<file path="config.mk">
export PLATFORM = sky130hd
export DESIGN_NAME = byte_op_instruction_decoder
export DESIGN_NICKNAME = d
export VERILOG_FILES = /design/src/byte_op_pkg.sv /design/src/byte_op_instruction_decoder.sv
export VERILOG_INCLUDE_DIRS = /design/src
export SDC_FILE = /design/constraint.sdc
export NUM_CORES = 1
export LEC_CHECK = 0
export ABC_AREA = 1
export BUFFER_PORTS_ARGS = -buffer_cell sky130_fd_sc_hd__buf_4
export CELL_PAD_IN_SITES_DETAIL_PLACEMENT = 0
export CELL_PAD_IN_SITES_GLOBAL_PLACEMENT = 2
export CORE_ASPECT_RATIO = 2
export CORE_MARGIN = 2
export CORE_UTILIZATION = 32
export CTS_BUF_LIST = sky130_fd_sc_hd__clkbuf_16
export DETAILED_ROUTE_END_ITERATION = 8
export GPL_TIMING_DRIVEN = 0
export PLACE_DENSITY_LB_ADDON = 0.08
export SYNTH_ARGS = -nofsm -noshare
export SYNTH_HDL_FRONTEND = slang
export SYNTH_SLANG_ARGS = --single-unit
</file>
<file path="constraint.sdc">
create_clock -name clk_sys -period 10.5 [get_ports clk_sys]
set_input_delay 1.05 -clock clk_sys [delete_from_list [all_inputs] [get_ports clk_sys]]
set_output_delay 1.05 -clock clk_sys [all_outputs]
set_load 0.01 [all_outputs]
</file>
<file path="src/byte_op_map.svh">
/*
  Offsets, field positions, reset values and fixed codes of the byte-oriented decoder.
  Assumes inclusion by bare name from the package; the design files take the macros from it.
*/
`ifndef BYTE_OP_MAP_SVH
`define BYTE_OP_MAP_SVH

// ==========================================================================
// Register offsets.
`define BOP_CTRL_OFFSET 12'h000
`define BOP_STATUS_OFFSET 12'h004
`define BOP_PRODUCT_OFFSET 12'h008

// ==========================================================================
// Control register fields and reset values.
`define BOP_CTRL_BANK_LSB 0
`define BOP_CTRL_BANK_MSB 3
`define BOP_CTRL_PRESCALE_BIT 8
`define BOP_BANK_RESET 4'h0
`define BOP_PRESCALE_RESET 1'h0

// ==========================================================================
// Access bank split and upper bank.
`define BOP_ACCESS_SPLIT 8'h60
`define BOP_ACCESS_HIGH_BANK 4'hf
`define BOP_ACCESS_LOW_BANK 4'h0

// ==========================================================================
// Status flag bit positions.
`define BOP_FLAG_C 0
`define BOP_FLAG_DC 1
`define BOP_FLAG_Z 2
`define BOP_FLAG_OV 3
`define BOP_FLAG_N 4

// ==========================================================================
// Instruction field codes.
`define BOP_PREFIX_MOVE_FF 4'hc
`define BOP_PREFIX_SECOND 4'hf
`define BOP_DEST_WORK 1'h0
`define BOP_DEST_FILE 1'h1
`define BOP_ACCESS_FORCED 1'h0

// ==========================================================================
// Bus responses.
`define BOP_RESP_OKAY 2'h0
`define BOP_RESP_SLVERR 2'h2

`endif

</file>
<file path="src/byte_op_pkg.sv">
/*
  Types of the byte-oriented decoder: operation kinds, sequencer states, decoded word.
  Assumes byte_op_map.svh is on the include path.
*/
`include "byte_op_map.svh"

package byte_op_pkg;

  // ========================================================================
  // Operation kinds.
  typedef enum logic [4:0] {
    OP_NOP = 5'h00, OP_ADD = 5'h01, OP_ADDC = 5'h02, OP_AND = 5'h03,
    OP_IOR = 5'h04, OP_XOR = 5'h05, OP_COM = 5'h06, OP_CPSEQ = 5'h07,
    OP_CPSGT = 5'h08, OP_CPSLT = 5'h09, OP_DECSZ = 5'h0a, OP_DECSNZ = 5'h0b,
    OP_INCSZ = 5'h0c, OP_INCSNZ = 5'h0d, OP_SUB = 5'h0e, OP_SUBB = 5'h0f,
    OP_SUBFB = 5'h10, OP_RLC = 5'h11, OP_RRC = 5'h12, OP_RLN = 5'h13,
    OP_RRN = 5'h14, OP_MUL = 5'h15, OP_MOVE_FF = 5'h16, OP_BYTE_OTHER = 5'h17,
    OP_BIT = 5'h18, OP_LITERAL = 5'h19, OP_CALLGOTO = 5'h1a, OP_BRANCH = 5'h1b,
    OP_BRANCH_COND = 5'h1c, OP_CONTROL = 5'h1d
  } op_e;

  // ========================================================================
  // Word sequencer states.
  typedef enum logic [1:0] {
    ST_FIRST = 2'b01,
    ST_SECOND = 2'b10
  } seq_e;

  // ========================================================================
  // Decoded instruction.
  typedef struct packed {
    logic valid;
    op_e op;
    logic writeWork;
    logic writeFile;
    logic [11:0] fileAddr;
    logic [11:0] destAddr;
    logic [2:0] bitSel;
    logic [7:0] literal;
    logic [10:0] branchOffset;
    logic [19:0] target;
    logic [7:0] result;
    logic [4:0] flagMask;
    logic [4:0] flagValue;
    logic skip;
    logic [1:0] cycles;
    logic usePins;
    logic prescalerClear;
  } decode_s;

endpackage

</file>
<file path="src/byte_op_instruction_decoder.sv">
/*
  Decoder for the 16-bit program words of the core, with an AXI4-Lite register slave.
  Assumes fetch presents one word per instrValid and the next program word beside it,
  and that the data register file supplies operands and port/timer address hits.
*/
`timescale 1ns/1ns
`default_nettype none

module byte_op_instruction_decoder (
  input wire logic clk_sys,
  input wire logic rstn,
  input wire logic instrValid,
  input wire logic [15:0] instrWord,
  input wire logic [15:0] nextWord,
  input wire logic [7:0] workingRegister,
  input wire logic [7:0] fileValue,
  input wire logic [7:0] pinLevels,
  input wire logic fileIsPort,
  input wire logic fileIsTimerZero,
  input wire logic [4:0] statusIn,
  output var byte_op_pkg::decode_s decodeOut,
  output logic [7:0] productHighByte,
  output logic [7:0] productLowByte,
  input wire logic [11:0] s_axi_awaddr,
  input wire logic s_axi_awvalid,
  output logic s_axi_awready,
  input wire logic [31:0] s_axi_wdata,
  input wire logic [3:0] s_axi_wstrb,
  input wire logic s_axi_wvalid,
  output logic s_axi_wready,
  output logic [1:0] s_axi_bresp,
  output logic s_axi_bvalid,
  input wire logic s_axi_bready,
  input wire logic [11:0] s_axi_araddr,
  input wire logic s_axi_arvalid,
  output logic s_axi_arready,
  output logic [31:0] s_axi_rdata,
  output logic [1:0] s_axi_rresp,
  output logic s_axi_rvalid,
  input wire logic s_axi_rready
);

  // ========================================================================
  // Two-word detection.
  function automatic logic isTwoWord(input logic [15:0] w);
    isTwoWord = (w[15:12] == `BOP_PREFIX_MOVE_FF) ||
                (w[15:8] == 8'he1 << 0 && 1'b0) ||
                (w[15:9] == 7'h76) || (w[15:8] == 8'hef) || (w[15:8] == 8'hee);
  endfunction

  // ========================================================================
  // State.
  byte_op_pkg::seq_e seq_q, seq_d;
  byte_op_pkg::decode_s dec_q, dec_d;
  logic [15:0] firstWord_q;
  logic [7:0] prodHigh_q, prodLow_q;
  logic [3:0] bank_q;
  logic prescaleAssigned_q;
  logic badSecond_q;

  // ========================================================================
  // Field extraction.
  wire logic [3:0] prefix = instrWord[15:12];
  wire logic [1:0] sub2 = instrWord[11:10];
  wire logic [2:0] sub3 = instrWord[11:9];
  wire logic destBit = instrWord[9];
  wire logic [7:0] fileLow = instrWord[7:0];
  wire logic [3:0] accessBank = (fileLow < `BOP_ACCESS_SPLIT) ? `BOP_ACCESS_LOW_BANK
                                                              : `BOP_ACCESS_HIGH_BANK;
  wire logic [11:0] effAddr = (instrWord[8] == `BOP_ACCESS_FORCED) ? {accessBank, fileLow}
                                                                   : {bank_q, fileLow};
  wire logic inSecond = (seq_q == byte_op_pkg::ST_SECOND);

  // ========================================================================
  // Opcode decode.
  byte_op_pkg::op_e op;
  always_comb begin
    op = byte_op_pkg::OP_CONTROL;
    unique case (prefix)
      4'h0: begin
        if (instrWord[11]) begin
          op = byte_op_pkg::OP_LITERAL;
        end else if (sub3 == 3'h1) begin
          op = byte_op_pkg::OP_MUL;
        end else if (sub2 == 2'h1) begin
          op = byte_op_pkg::OP_BYTE_OTHER;
        end
      end
      4'h1: begin
        unique case (sub2)
          2'h1: op = byte_op_pkg::OP_AND;
          2'h0: op = byte_op_pkg::OP_IOR;
          2'h2: op = byte_op_pkg::OP_XOR;
          2'h3: op = byte_op_pkg::OP_COM;
        endcase
      end
      4'h2: begin
        unique case (sub2)
          2'h1: op = byte_op_pkg::OP_ADD;
          2'h0: op = byte_op_pkg::OP_ADDC;
          2'h3: op = byte_op_pkg::OP_DECSZ;
          2'h2: op = byte_op_pkg::OP_BYTE_OTHER;
        endcase
      end
      4'h3: begin
        unique case (sub2)
          2'h1: op = byte_op_pkg::OP_RLC;
          2'h0: op = byte_op_pkg::OP_RRC;
          2'h3: op = byte_op_pkg::OP_INCSZ;
          2'h2: op = byte_op_pkg::OP_BYTE_OTHER;
        endcase
      end
      4'h4: begin
        unique case (sub2)
          2'h3: op = byte_op_pkg::OP_DECSNZ;
          2'h2: op = byte_op_pkg::OP_INCSNZ;
          2'h1: op = byte_op_pkg::OP_RLN;
          2'h0: op = byte_op_pkg::OP_RRN;
        endcase
      end
      4'h5: begin
        unique case (sub2)
          2'h3: op = byte_op_pkg::OP_SUB;
          2'h2: op = byte_op_pkg::OP_SUBB;
          2'h1: op = byte_op_pkg::OP_SUBFB;
          2'h0: op = byte_op_pkg::OP_BYTE_OTHER;
        endcase
      end
      4'h6: begin
        if (sub3 == 3'h1) begin
          op = byte_op_pkg::OP_CPSEQ;
        end else if (sub3 == 3'h2) begin
          op = byte_op_pkg::OP_CPSGT;
        end else if (sub3 == 3'h0) begin
          op = byte_op_pkg::OP_CPSLT;
        end else begin
          op = byte_op_pkg::OP_BYTE_OTHER;
        end
      end
      4'h7, 4'h8, 4'h9, 4'ha, 4'hb: op = byte_op_pkg::OP_BIT;
      4'hc: op = byte_op_pkg::OP_MOVE_FF;
      4'hd: op = instrWord[11] ? byte_op_pkg::OP_CONTROL : byte_op_pkg::OP_BRANCH;
      4'he: begin
        if (!instrWord[11]) begin
          op = byte_op_pkg::OP_BRANCH_COND;
        end else if (instrWord[10:9] == 2'h2 || instrWord[10:8] == 3'h7) begin
          op = byte_op_pkg::OP_CALLGOTO;
        end
      end
      4'hf: op = byte_op_pkg::OP_NOP;
    endcase
  end

  // ========================================================================
  // Operand selection and arithmetic.
  wire logic hasDest = (prefix >= 4'h1 && prefix <= 4'h5) || (prefix == 4'h0 && sub2 == 2'h1);
  wire logic isByteOp = hasDest || prefix == 4'h6 || op == byte_op_pkg::OP_MUL;
  wire logic usePins = fileIsPort && hasDest && destBit == `BOP_DEST_FILE;
  wire logic [7:0] fOp = usePins ? pinLevels : fileValue;
  wire logic [7:0] wOp = workingRegister;
  wire logic cIn = statusIn[`BOP_FLAG_C];
  wire logic isAddC = (op == byte_op_pkg::OP_ADDC);
  wire logic isSubW = (op == byte_op_pkg::OP_SUB) || (op == byte_op_pkg::OP_SUBB);
  wire logic isSubF = (op == byte_op_pkg::OP_SUBFB);
  wire logic [7:0] addX = isSubF ? wOp : fOp;
  wire logic [7:0] addY = isSubW ? ~wOp : (isSubF ? ~fOp : wOp);
  wire logic addCin = (op == byte_op_pkg::OP_SUB) ? 1'b1 : ((isAddC || isSubW || isSubF) && cIn);
  wire logic [8:0] sum = {1'b0, addX} + {1'b0, addY} + {8'h00, addCin};
  wire logic [4:0] nibSum = {1'b0, addX[3:0]} + {1'b0, addY[3:0]} + {4'h0, addCin};
  wire logic sumOv = (addX[7] == addY[7]) && (sum[7] != addX[7]);
  wire logic [7:0] decVal = fOp - 8'h01;
  wire logic [7:0] incVal = fOp + 8'h01;
  wire logic [15:0] product = wOp * fOp;

  // ========================================================================
  // Result, flags and skip per operation.
  logic [7:0] result;
  logic [4:0] flagMask;
  logic carryOut;
  logic skip;
  logic pcChange;
  always_comb begin
    result = 8'h00;
    flagMask = 5'h00;
    carryOut = 1'b0;
    skip = 1'b0;
    pcChange = 1'b0;
    unique case (op)
      byte_op_pkg::OP_ADD, byte_op_pkg::OP_ADDC: begin
        result = sum[7:0];
        flagMask = 5'h1f;
        carryOut = sum[8];
      end
      byte_op_pkg::OP_SUB, byte_op_pkg::OP_SUBB, byte_op_pkg::OP_SUBFB: begin
        result = sum[7:0];
        flagMask = 5'h1f;
        carryOut = sum[8];
      end
      byte_op_pkg::OP_AND: begin
        result = wOp & fOp;
        flagMask = 5'h14;
      end
      byte_op_pkg::OP_IOR: begin
        result = wOp | fOp;
        flagMask = 5'h14;
      end
      byte_op_pkg::OP_XOR: begin
        result = wOp ^ fOp;
        flagMask = 5'h14;
      end
      byte_op_pkg::OP_COM: begin
        result = ~fOp;
        flagMask = 5'h14;
      end
      byte_op_pkg::OP_CPSEQ: skip = (fOp == wOp);
      byte_op_pkg::OP_CPSGT: skip = (fOp > wOp);
      byte_op_pkg::OP_CPSLT: skip = (fOp < wOp);
      byte_op_pkg::OP_DECSZ: begin
        result = decVal;
        skip = (decVal == 8'h00);
      end
      byte_op_pkg::OP_DECSNZ: begin
        result = decVal;
        skip = (decVal != 8'h00);
      end
      byte_op_pkg::OP_INCSZ: begin
        result = incVal;
        skip = (incVal == 8'h00);
      end
      byte_op_pkg::OP_INCSNZ: begin
        result = incVal;
        skip = (incVal != 8'h00);
      end
      byte_op_pkg::OP_RLC: begin
        result = {fOp[6:0], cIn};
        flagMask = 5'h15;
        carryOut = fOp[7];
      end
      byte_op_pkg::OP_RRC: begin
        result = {cIn, fOp[7:1]};
        flagMask = 5'h15;
        carryOut = fOp[0];
      end
      byte_op_pkg::OP_RLN: begin
        result = {fOp[6:0], fOp[7]};
        flagMask = 5'h14;
      end
      byte_op_pkg::OP_RRN: begin
        result = {fOp[0], fOp[7:1]};
        flagMask = 5'h14;
      end
      byte_op_pkg::OP_MUL: result = product[7:0];
      byte_op_pkg::OP_BRANCH, byte_op_pkg::OP_CALLGOTO: pcChange = 1'b1;
      byte_op_pkg::OP_BRANCH_COND: begin
        unique case (instrWord[10:9])
          2'h0: pcChange = statusIn[`BOP_FLAG_Z] ^ instrWord[8];
          2'h1: pcChange = statusIn[`BOP_FLAG_C] ^ instrWord[8];
          2'h2: pcChange = statusIn[`BOP_FLAG_OV] ^ instrWord[8];
          2'h3: pcChange = statusIn[`BOP_FLAG_N] ^ instrWord[8];
        endcase
      end
      byte_op_pkg::OP_CONTROL: pcChange = (prefix == 4'hd);
      default: result = 8'h00;
    endcase
  end

  wire logic [4:0] flagValue = {result[7] & flagMask[`BOP_FLAG_N],
                                sumOv & flagMask[`BOP_FLAG_OV],
                                (result == 8'h00) & flagMask[`BOP_FLAG_Z],
                                nibSum[4] & flagMask[`BOP_FLAG_DC],
                                carryOut & flagMask[`BOP_FLAG_C]};
  wire logic [1:0] skipCycles = skip ? (isTwoWord(nextWord) ? 2'h3 : 2'h2) : 2'h1;
  wire logic [1:0] cycles = pcChange ? 2'h2 : skipCycles;
  wire logic presClear = fileIsTimerZero && prescaleAssigned_q &&
                         (op == byte_op_pkg::OP_BIT || (isByteOp && (!hasDest || destBit)));

  // ========================================================================
  // Word sequencer and decoded word.
  always_comb begin
    seq_d = seq_q;
    dec_d = dec_q;
    dec_d.valid = 1'b0;
    if (instrValid && inSecond) begin
      seq_d = byte_op_pkg::ST_FIRST;
      dec_d = '0;
      dec_d.valid = 1'b1;
      dec_d.cycles = 2'h2;
      if (firstWord_q[15:12] == `BOP_PREFIX_MOVE_FF) begin
        dec_d.op = byte_op_pkg::OP_MOVE_FF;
        dec_d.fileAddr = firstWord_q[11:0];
        dec_d.destAddr = instrWord[11:0];
      end else if (firstWord_q[11:8] == 4'he) begin
        dec_d.op = byte_op_pkg::OP_CONTROL;
        dec_d.literal = instrWord[7:0];
      end else begin
        dec_d.op = byte_op_pkg::OP_CALLGOTO;
        dec_d.target = {instrWord[11:0], firstWord_q[7:0]};
      end
    end else if (instrValid && isTwoWord(instrWord)) begin
      seq_d = byte_op_pkg::ST_SECOND;
    end else if (instrValid) begin
      dec_d.valid = 1'b1;
      dec_d.op = op;
      dec_d.writeWork = hasDest && destBit == `BOP_DEST_WORK;
      dec_d.writeFile = hasDest && destBit == `BOP_DEST_FILE;
      dec_d.fileAddr = effAddr;
      dec_d.destAddr = effAddr;
      dec_d.bitSel = instrWord[11:9];
      dec_d.literal = instrWord[7:0];
      dec_d.branchOffset = (op == byte_op_pkg::OP_BRANCH) ? instrWord[10:0]
                                                           : {3'h0, instrWord[7:0]};
      dec_d.target = 20'h00000;
      dec_d.result = result;
      dec_d.flagMask = flagMask;
      dec_d.flagValue = flagValue;
      dec_d.skip = skip;
      dec_d.cycles = cycles;
      dec_d.usePins = usePins;
      dec_d.prescalerClear = presClear;
    end
  end

  wire logic badWord = instrValid && inSecond && instrWord[15:12] != `BOP_PREFIX_SECOND;
  wire logic mulNow = instrValid && !inSecond && !isTwoWord(instrWord) &&
                      op == byte_op_pkg::OP_MUL;

  always_ff @(posedge clk_sys) begin
    if (!rstn) begin
      seq_q <= byte_op_pkg::ST_FIRST;
      dec_q <= '0;
      firstWord_q <= 16'h0000;
      prodHigh_q <= 8'h00;
      prodLow_q <= 8'h00;
      badSecond_q <= 1'b0;
    end else begin
      seq_q <= seq_d;
      dec_q <= dec_d;
      if (instrValid && !inSecond) begin
        firstWord_q <= instrWord;
      end
      // Product into high and low bytes.
      if (mulNow) begin
        prodHigh_q <= product[15:8];
        prodLow_q <= product[7:0];
      end
      if (instrValid && inSecond) begin
        badSecond_q <= badWord;
      end
    end
  end

  assign decodeOut = dec_q;
  assign productHighByte = prodHigh_q;
  assign productLowByte = prodLow_q;

  // ========================================================================
  // AXI4-Lite register slave.
  logic awHeld_q, wHeld_q, bvalid_q, arready_q, rvalid_q;
  logic [11:0] awAddr_q, arAddr_q;
  logic [31:0] wData_q, rdata_q;
  logic [3:0] wStrb_q;
  logic [1:0] bresp_q, rresp_q;

  wire logic awTake = s_axi_awvalid && !awHeld_q && !bvalid_q;
  wire logic wTake = s_axi_wvalid && !wHeld_q && !bvalid_q;
  wire logic wrDo = awHeld_q && wHeld_q && !bvalid_q;
  wire logic wrCtrl = (awAddr_q[11:2] == `BOP_CTRL_OFFSET >> 2);
  wire logic wrMapped = wrCtrl || awAddr_q[11:2] == `BOP_STATUS_OFFSET >> 2 ||
                        awAddr_q[11:2] == `BOP_PRODUCT_OFFSET >> 2;
  wire logic arTake = s_axi_arvalid && arready_q;
  wire logic [31:0] statusWord = {16'h0000, badSecond_q, 3'h0, seq_q, dec_q.cycles,
                                  3'h0, dec_q.flagMask};
  wire logic [31:0] ctrlWord = {23'h000000, prescaleAssigned_q, 4'h0, bank_q};
  wire logic [9:0] rdIdx = s_axi_araddr[11:2];
  wire logic rdCtrl = (rdIdx == `BOP_CTRL_OFFSET >> 2);
  wire logic rdStatus = (rdIdx == `BOP_STATUS_OFFSET >> 2);
  wire logic rdProduct = (rdIdx == `BOP_PRODUCT_OFFSET >> 2);
  wire logic [31:0] rdValue = rdCtrl ? ctrlWord : rdStatus ? statusWord :
                              rdProduct ? {16'h0000, prodHigh_q, prodLow_q} : 32'h00000000;

  always_ff @(posedge clk_sys) begin
    if (!rstn) begin
      awHeld_q <= 1'b0;
      wHeld_q <= 1'b0;
      bvalid_q <= 1'b0;
      awAddr_q <= 12'h000;
      wData_q <= 32'h00000000;
      wStrb_q <= 4'h0;
      bresp_q <= `BOP_RESP_OKAY;
      bank_q <= `BOP_BANK_RESET;
      prescaleAssigned_q <= `BOP_PRESCALE_RESET;
    end else begin
      if (awTake) begin
        awHeld_q <= 1'b1;
        awAddr_q <= s_axi_awaddr;
      end
      if (wTake) begin
        wHeld_q <= 1'b1;
        wData_q <= s_axi_wdata;
        wStrb_q <= s_axi_wstrb;
      end
      if (wrDo) begin
        awHeld_q <= 1'b0;
        wHeld_q <= 1'b0;
        bvalid_q <= 1'b1;
        bresp_q <= wrMapped ? `BOP_RESP_OKAY : `BOP_RESP_SLVERR;
        if (wrCtrl && wStrb_q[0]) begin
          bank_q <= wData_q[`BOP_CTRL_BANK_MSB:`BOP_CTRL_BANK_LSB];
        end
        if (wrCtrl && wStrb_q[1]) begin
          prescaleAssigned_q <= wData_q[`BOP_CTRL_PRESCALE_BIT];
        end
      end else if (bvalid_q && s_axi_bready) begin
        bvalid_q <= 1'b0;
      end
    end
  end

  always_ff @(posedge clk_sys) begin
    if (!rstn) begin
      arready_q <= 1'b1;
      rvalid_q <= 1'b0;
      rdata_q <= 32'h00000000;
      rresp_q <= `BOP_RESP_OKAY;
    end else if (arTake) begin
      arready_q <= 1'b0;
      rvalid_q <= 1'b1;
      rdata_q <= rdValue;
      rresp_q <= (rdCtrl || rdStatus || rdProduct) ? `BOP_RESP_OKAY : `BOP_RESP_SLVERR;
    end else if (rvalid_q && s_axi_rready) begin
      rvalid_q <= 1'b0;
      arready_q <= 1'b1;
    end
  end

  assign s_axi_awready = !awHeld_q && !bvalid_q;
  assign s_axi_wready = !wHeld_q && !bvalid_q;
  assign s_axi_bvalid = bvalid_q;
  assign s_axi_bresp = bresp_q;
  assign s_axi_arready = arready_q;
  assign s_axi_rvalid = rvalid_q;
  assign s_axi_rdata = rdata_q;
  assign s_axi_rresp = rresp_q;

endmodule

`default_nettype wire

</file>
==> results.md <==
* initial cell density of the core: 32.40%
* synthesized instance count: 1706
* grt met3 use: 2.863%
* number of buffers added on ports: 219
* Sum Neg Setup Slack: 0 ns
* Inst Count DP: 2396
* maximum fanout along the worst path: 11
* main area contributors after synthesis: sky130_fd_sc_hd__dfxtp_1, sky130_fd_sc_hd__nand2_1, sky130_fd_sc_hd__ha_1
* Max H-tree Level: 4
* worst slew slack as a fraction of its limit: 39.40%
* #FFs+latches synth: 175
* Worst EP arrival: 7.52 ns
* maximum clock frequency: 0.1393 GHz
* clock sink count: 175
* register area: 3503 um2
* start-to-end type of the worst setup path: in2reg
* signed area change from the synthesized netlist to the final layout: 24.64%
* global-route wire length before repair: 76420 um
* post-route cell area: 14710 um2
* met2 GRT Util: 53.29%
* aggregate global routing overflow: 0
* Min-Delay Path Class: reg2reg
* worst hold slack across all endpoints: 0.4659 ns
* non-filler cells in the finished layout: 2428
* Via Count: 12.31k
* cell row count: 99
* first-iteration detailed-routing DRC count: 670
* CTS Buffer Depth: 2
* maximum vdd drop: 0.1314 mV
* Yosys warnings: 0
* power density cells: 147.8 nW/um2
* smallest setup slack after layout: 3.319 ns
* most frequent cells after synthesis: sky130_fd_sc_hd__nand2_1, sky130_fd_sc_hd__nor2_1, sky130_fd_sc_hd__inv_1
* top cell type's share of synthesized area: 29.69%
* Tot Pwr: 2.173 mW
* Die Footprint: 38520 um2
* required time of the critical path: 10.84 ns
* horizontal die dimension: 139.8 um
* vias in the first global route: 12.43k
* final-report setup violation count: 0
* Post-synth EDFFs: 0
* Largest delay share family, worst path: adder cells
* leakage power of the design: 7.057 nW
* Worst Setup End Kind: flip-flop
* global route hottest layer: met2
* number of CTS-inserted buffers: 17
* post-synthesis area per instance: 6.917 um2
* most repeated cell in the gate-level netlist after synthesis: sky130_fd_sc_hd__nand2_1
* # diodes: 0
* global-route met1 utilization: 25.07%
* count of buffer and inverter cells on the critical path: 9
* layout filler cell count: 4011
* ratio of cells with drive above 1 in the final layout: 17.02%
* clock transition time at the flip-flop clock pins of the worst setup and hold paths: 0.08 ns
* post-route ant nets: 0
* Post-CTS Hold Buffers: 0
* Critical Path Start Type: input port
* setup repair after global routing missed its margin: no
* Final Cycle Share: 68.39%
* largest stage delay on the critical path: 0.57 ns
* Skew-Pair Late Insertion Delay: 0.45 ns
* asr flop ratio synth: 0%
* sequential share of the synthesized area: 29.69%
* routed length per placed instance: 21.48 um
* clock tree from TritonCTS: done
* measured slew at the worst slew-check pin: 0.8995 ns
* Tot GR Track Use: 26.61%
* post-layout min period: 7.181 ns
* maximum capacitance violations: 0
* Post-Place Setup Slack: 2.827 ns
* area of the multi-input gates: 7144 um2
* setup fix buffers added after clock tree synthesis: 0
* count of unique library cells instantiated by Yosys: 54
* ys flop type: sky130_fd_sc_hd__dfxtp_1
* slowest library cell on the worst path: sky130_fd_sc_hd__o21ai_2
* hold violation total from the final report: 0
* final layout net count: 2208
* mean number of vias per cell: 5.070
* core area: 36420 um2
* cell area after placement: 14080 um2
* root buffer cell: sky130_fd_sc_hd__clkbuf_16
* pin count of the biggest net entering global routing: 22
* result of the run: complete, no violations
* WL final: 52160 um
* fraction of the core area covered by cells at the end of the flow: 40.39%
* antenna violations before repair: 0
* placer congestion estimate: 0.9857
* number of primary I/O pins: 285
* area of the mapped netlist: 11800 um2
* dpl hpwl: 43190 um
* critical path's most frequent cell: sky130_fd_sc_hd__fa_1
* post-route DRC violation count: 0
* top cell type by total area after synthesis: sky130_fd_sc_hd__dfxtp_1
* vertical die dimension: 275.6 um
* Final Skew: 0.01217 ns
* DRT Pass-1 Iters: 5
* final max-slew violation count: 0
* CTS resizes: 0
path summary, 6_finish.rpt:
path / start / to / slack (ns) / cells past startpoint
worst max-delay path: instrWord[11] / productHighByte[7] / 3.32 / 30
worst min-delay path: decodeOut[66] / decodeOut[66] / 0.47 / 2
worst max register to register: seq_q[1] / decodeOut[88] / 7.41 / 9
worst min register to register: decodeOut[66] / decodeOut[66] / 0.47 / 2
registers in the layout, summed over array words and instances (netlist names):
name,count
awAddr_q,10
awHeld_q,1
badSecond_q,1
bank_q,4
decodeOut,95
firstWord_q,16
prescaleAssigned_q,1
productHighByte,8
productLowByte,8
s_axi_arready,1
s_axi_bresp,1
s_axi_bvalid,1
s_axi_rdata,16
s_axi_rresp,1
s_axi_rvalid,1
seq_q,2
wData_q,5
wHeld_q,1
wStrb_q,2
power breakdown:
group / total [mW] / switching (mW) / internal [mW]
logic: 0.778 / 0.498 / 0.280
registers: 0.723 / 0.0252 / 0.698
clock network: 0.672 / 0.343 / 0.329
layer usage:
layer	up-vias	part of all wire (%)	routed length (um)
li1	6047	-	-
met1	5782	34	17710
met2	350	56	29050
met3	132	3.4	1796
met4	0	6.9	3609
met5	-	0	0
cell type report:
type / instances / area share, %
Clock buffer: 17 / 2.892
Timing Repair Buffer: 219 / 11.18
Clock inverter: 15 / 1.404
Buffer: 86 / 3.063
Multi-Input combinational cell: 1258 / 48.57
Inverter: 204 / 5.206
Tap cell: 454 / 3.862
Sequential cell: 175 / 23.82
kinds of logic after synthesis:
group | share of synthesized area [%]
buf+inv | 10.31
fa+ha+maj | 14.72
other cells | 0.03178
compound gates | 15.65
simple gates | 27.90
xor+xnor | 1.707
flops | 29.69
worst reg2reg max path: stages (launching register included):
cell and delay (ns):
sky130_fd_sc_hd__dfxtp_1 0.34, sky130_fd_sc_hd__inv_1 0.07, sky130_fd_sc_hd__nor2_1 0.22, sky130_fd_sc_hd__inv_1 0.07, sky130_fd_sc_hd__nor2_1 0.57, sky130_fd_sc_hd__inv_1 0.35
sky130_fd_sc_hd__nor2_1 0.45, sky130_fd_sc_hd__clkbuf_1 0.45, sky130_fd_sc_hd__nand2_1 0.28, sky130_fd_sc_hd__a31oi_1 0.22
placed cells by master (no fill, tap or decap), types with 4 or more instances in the layout:
master,n
sky130_fd_sc_hd__nand2_1,373
sky130_fd_sc_hd__buf_4,240
sky130_fd_sc_hd__nor2_1,197
sky130_fd_sc_hd__inv_1,193
sky130_fd_sc_hd__dfxtp_1,175
sky130_fd_sc_hd__a21oi_1,141
sky130_fd_sc_hd__o21ai_0,128
sky130_fd_sc_hd__nand3_1,119
sky130_fd_sc_hd__ha_1,78
sky130_fd_sc_hd__clkbuf_1,44
sky130_fd_sc_hd__fa_1,38
sky130_fd_sc_hd__conb_1,18
sky130_fd_sc_hd__xor2_1,17
sky130_fd_sc_hd__clkbuf_16,17
sky130_fd_sc_hd__a31oi_1,16
sky130_fd_sc_hd__nand4_1,13
sky130_fd_sc_hd__buf_2,12
sky130_fd_sc_hd__nor3_1,11
sky130_fd_sc_hd__nand2_2,10
sky130_fd_sc_hd__nor2_2,9
sky130_fd_sc_hd__inv_2,8
sky130_fd_sc_hd__o22ai_1,8
sky130_fd_sc_hd__nor4_1,7
sky130_fd_sc_hd__clkinv_8,7
sky130_fd_sc_hd__nand3b_1,6
sky130_fd_sc_hd__xnor2_1,6
sky130_fd_sc_hd__nand3_2,5
sky130_fd_sc_hd__buf_1,5
sky130_fd_sc_hd__o21bai_1,5
sky130_fd_sc_hd__a211oi_1,5
sky130_fd_sc_hd__a221oi_1,5
sky130_fd_sc_hd__nor2_4,4
Note: power is estimated with default switching activity, not from simulation.
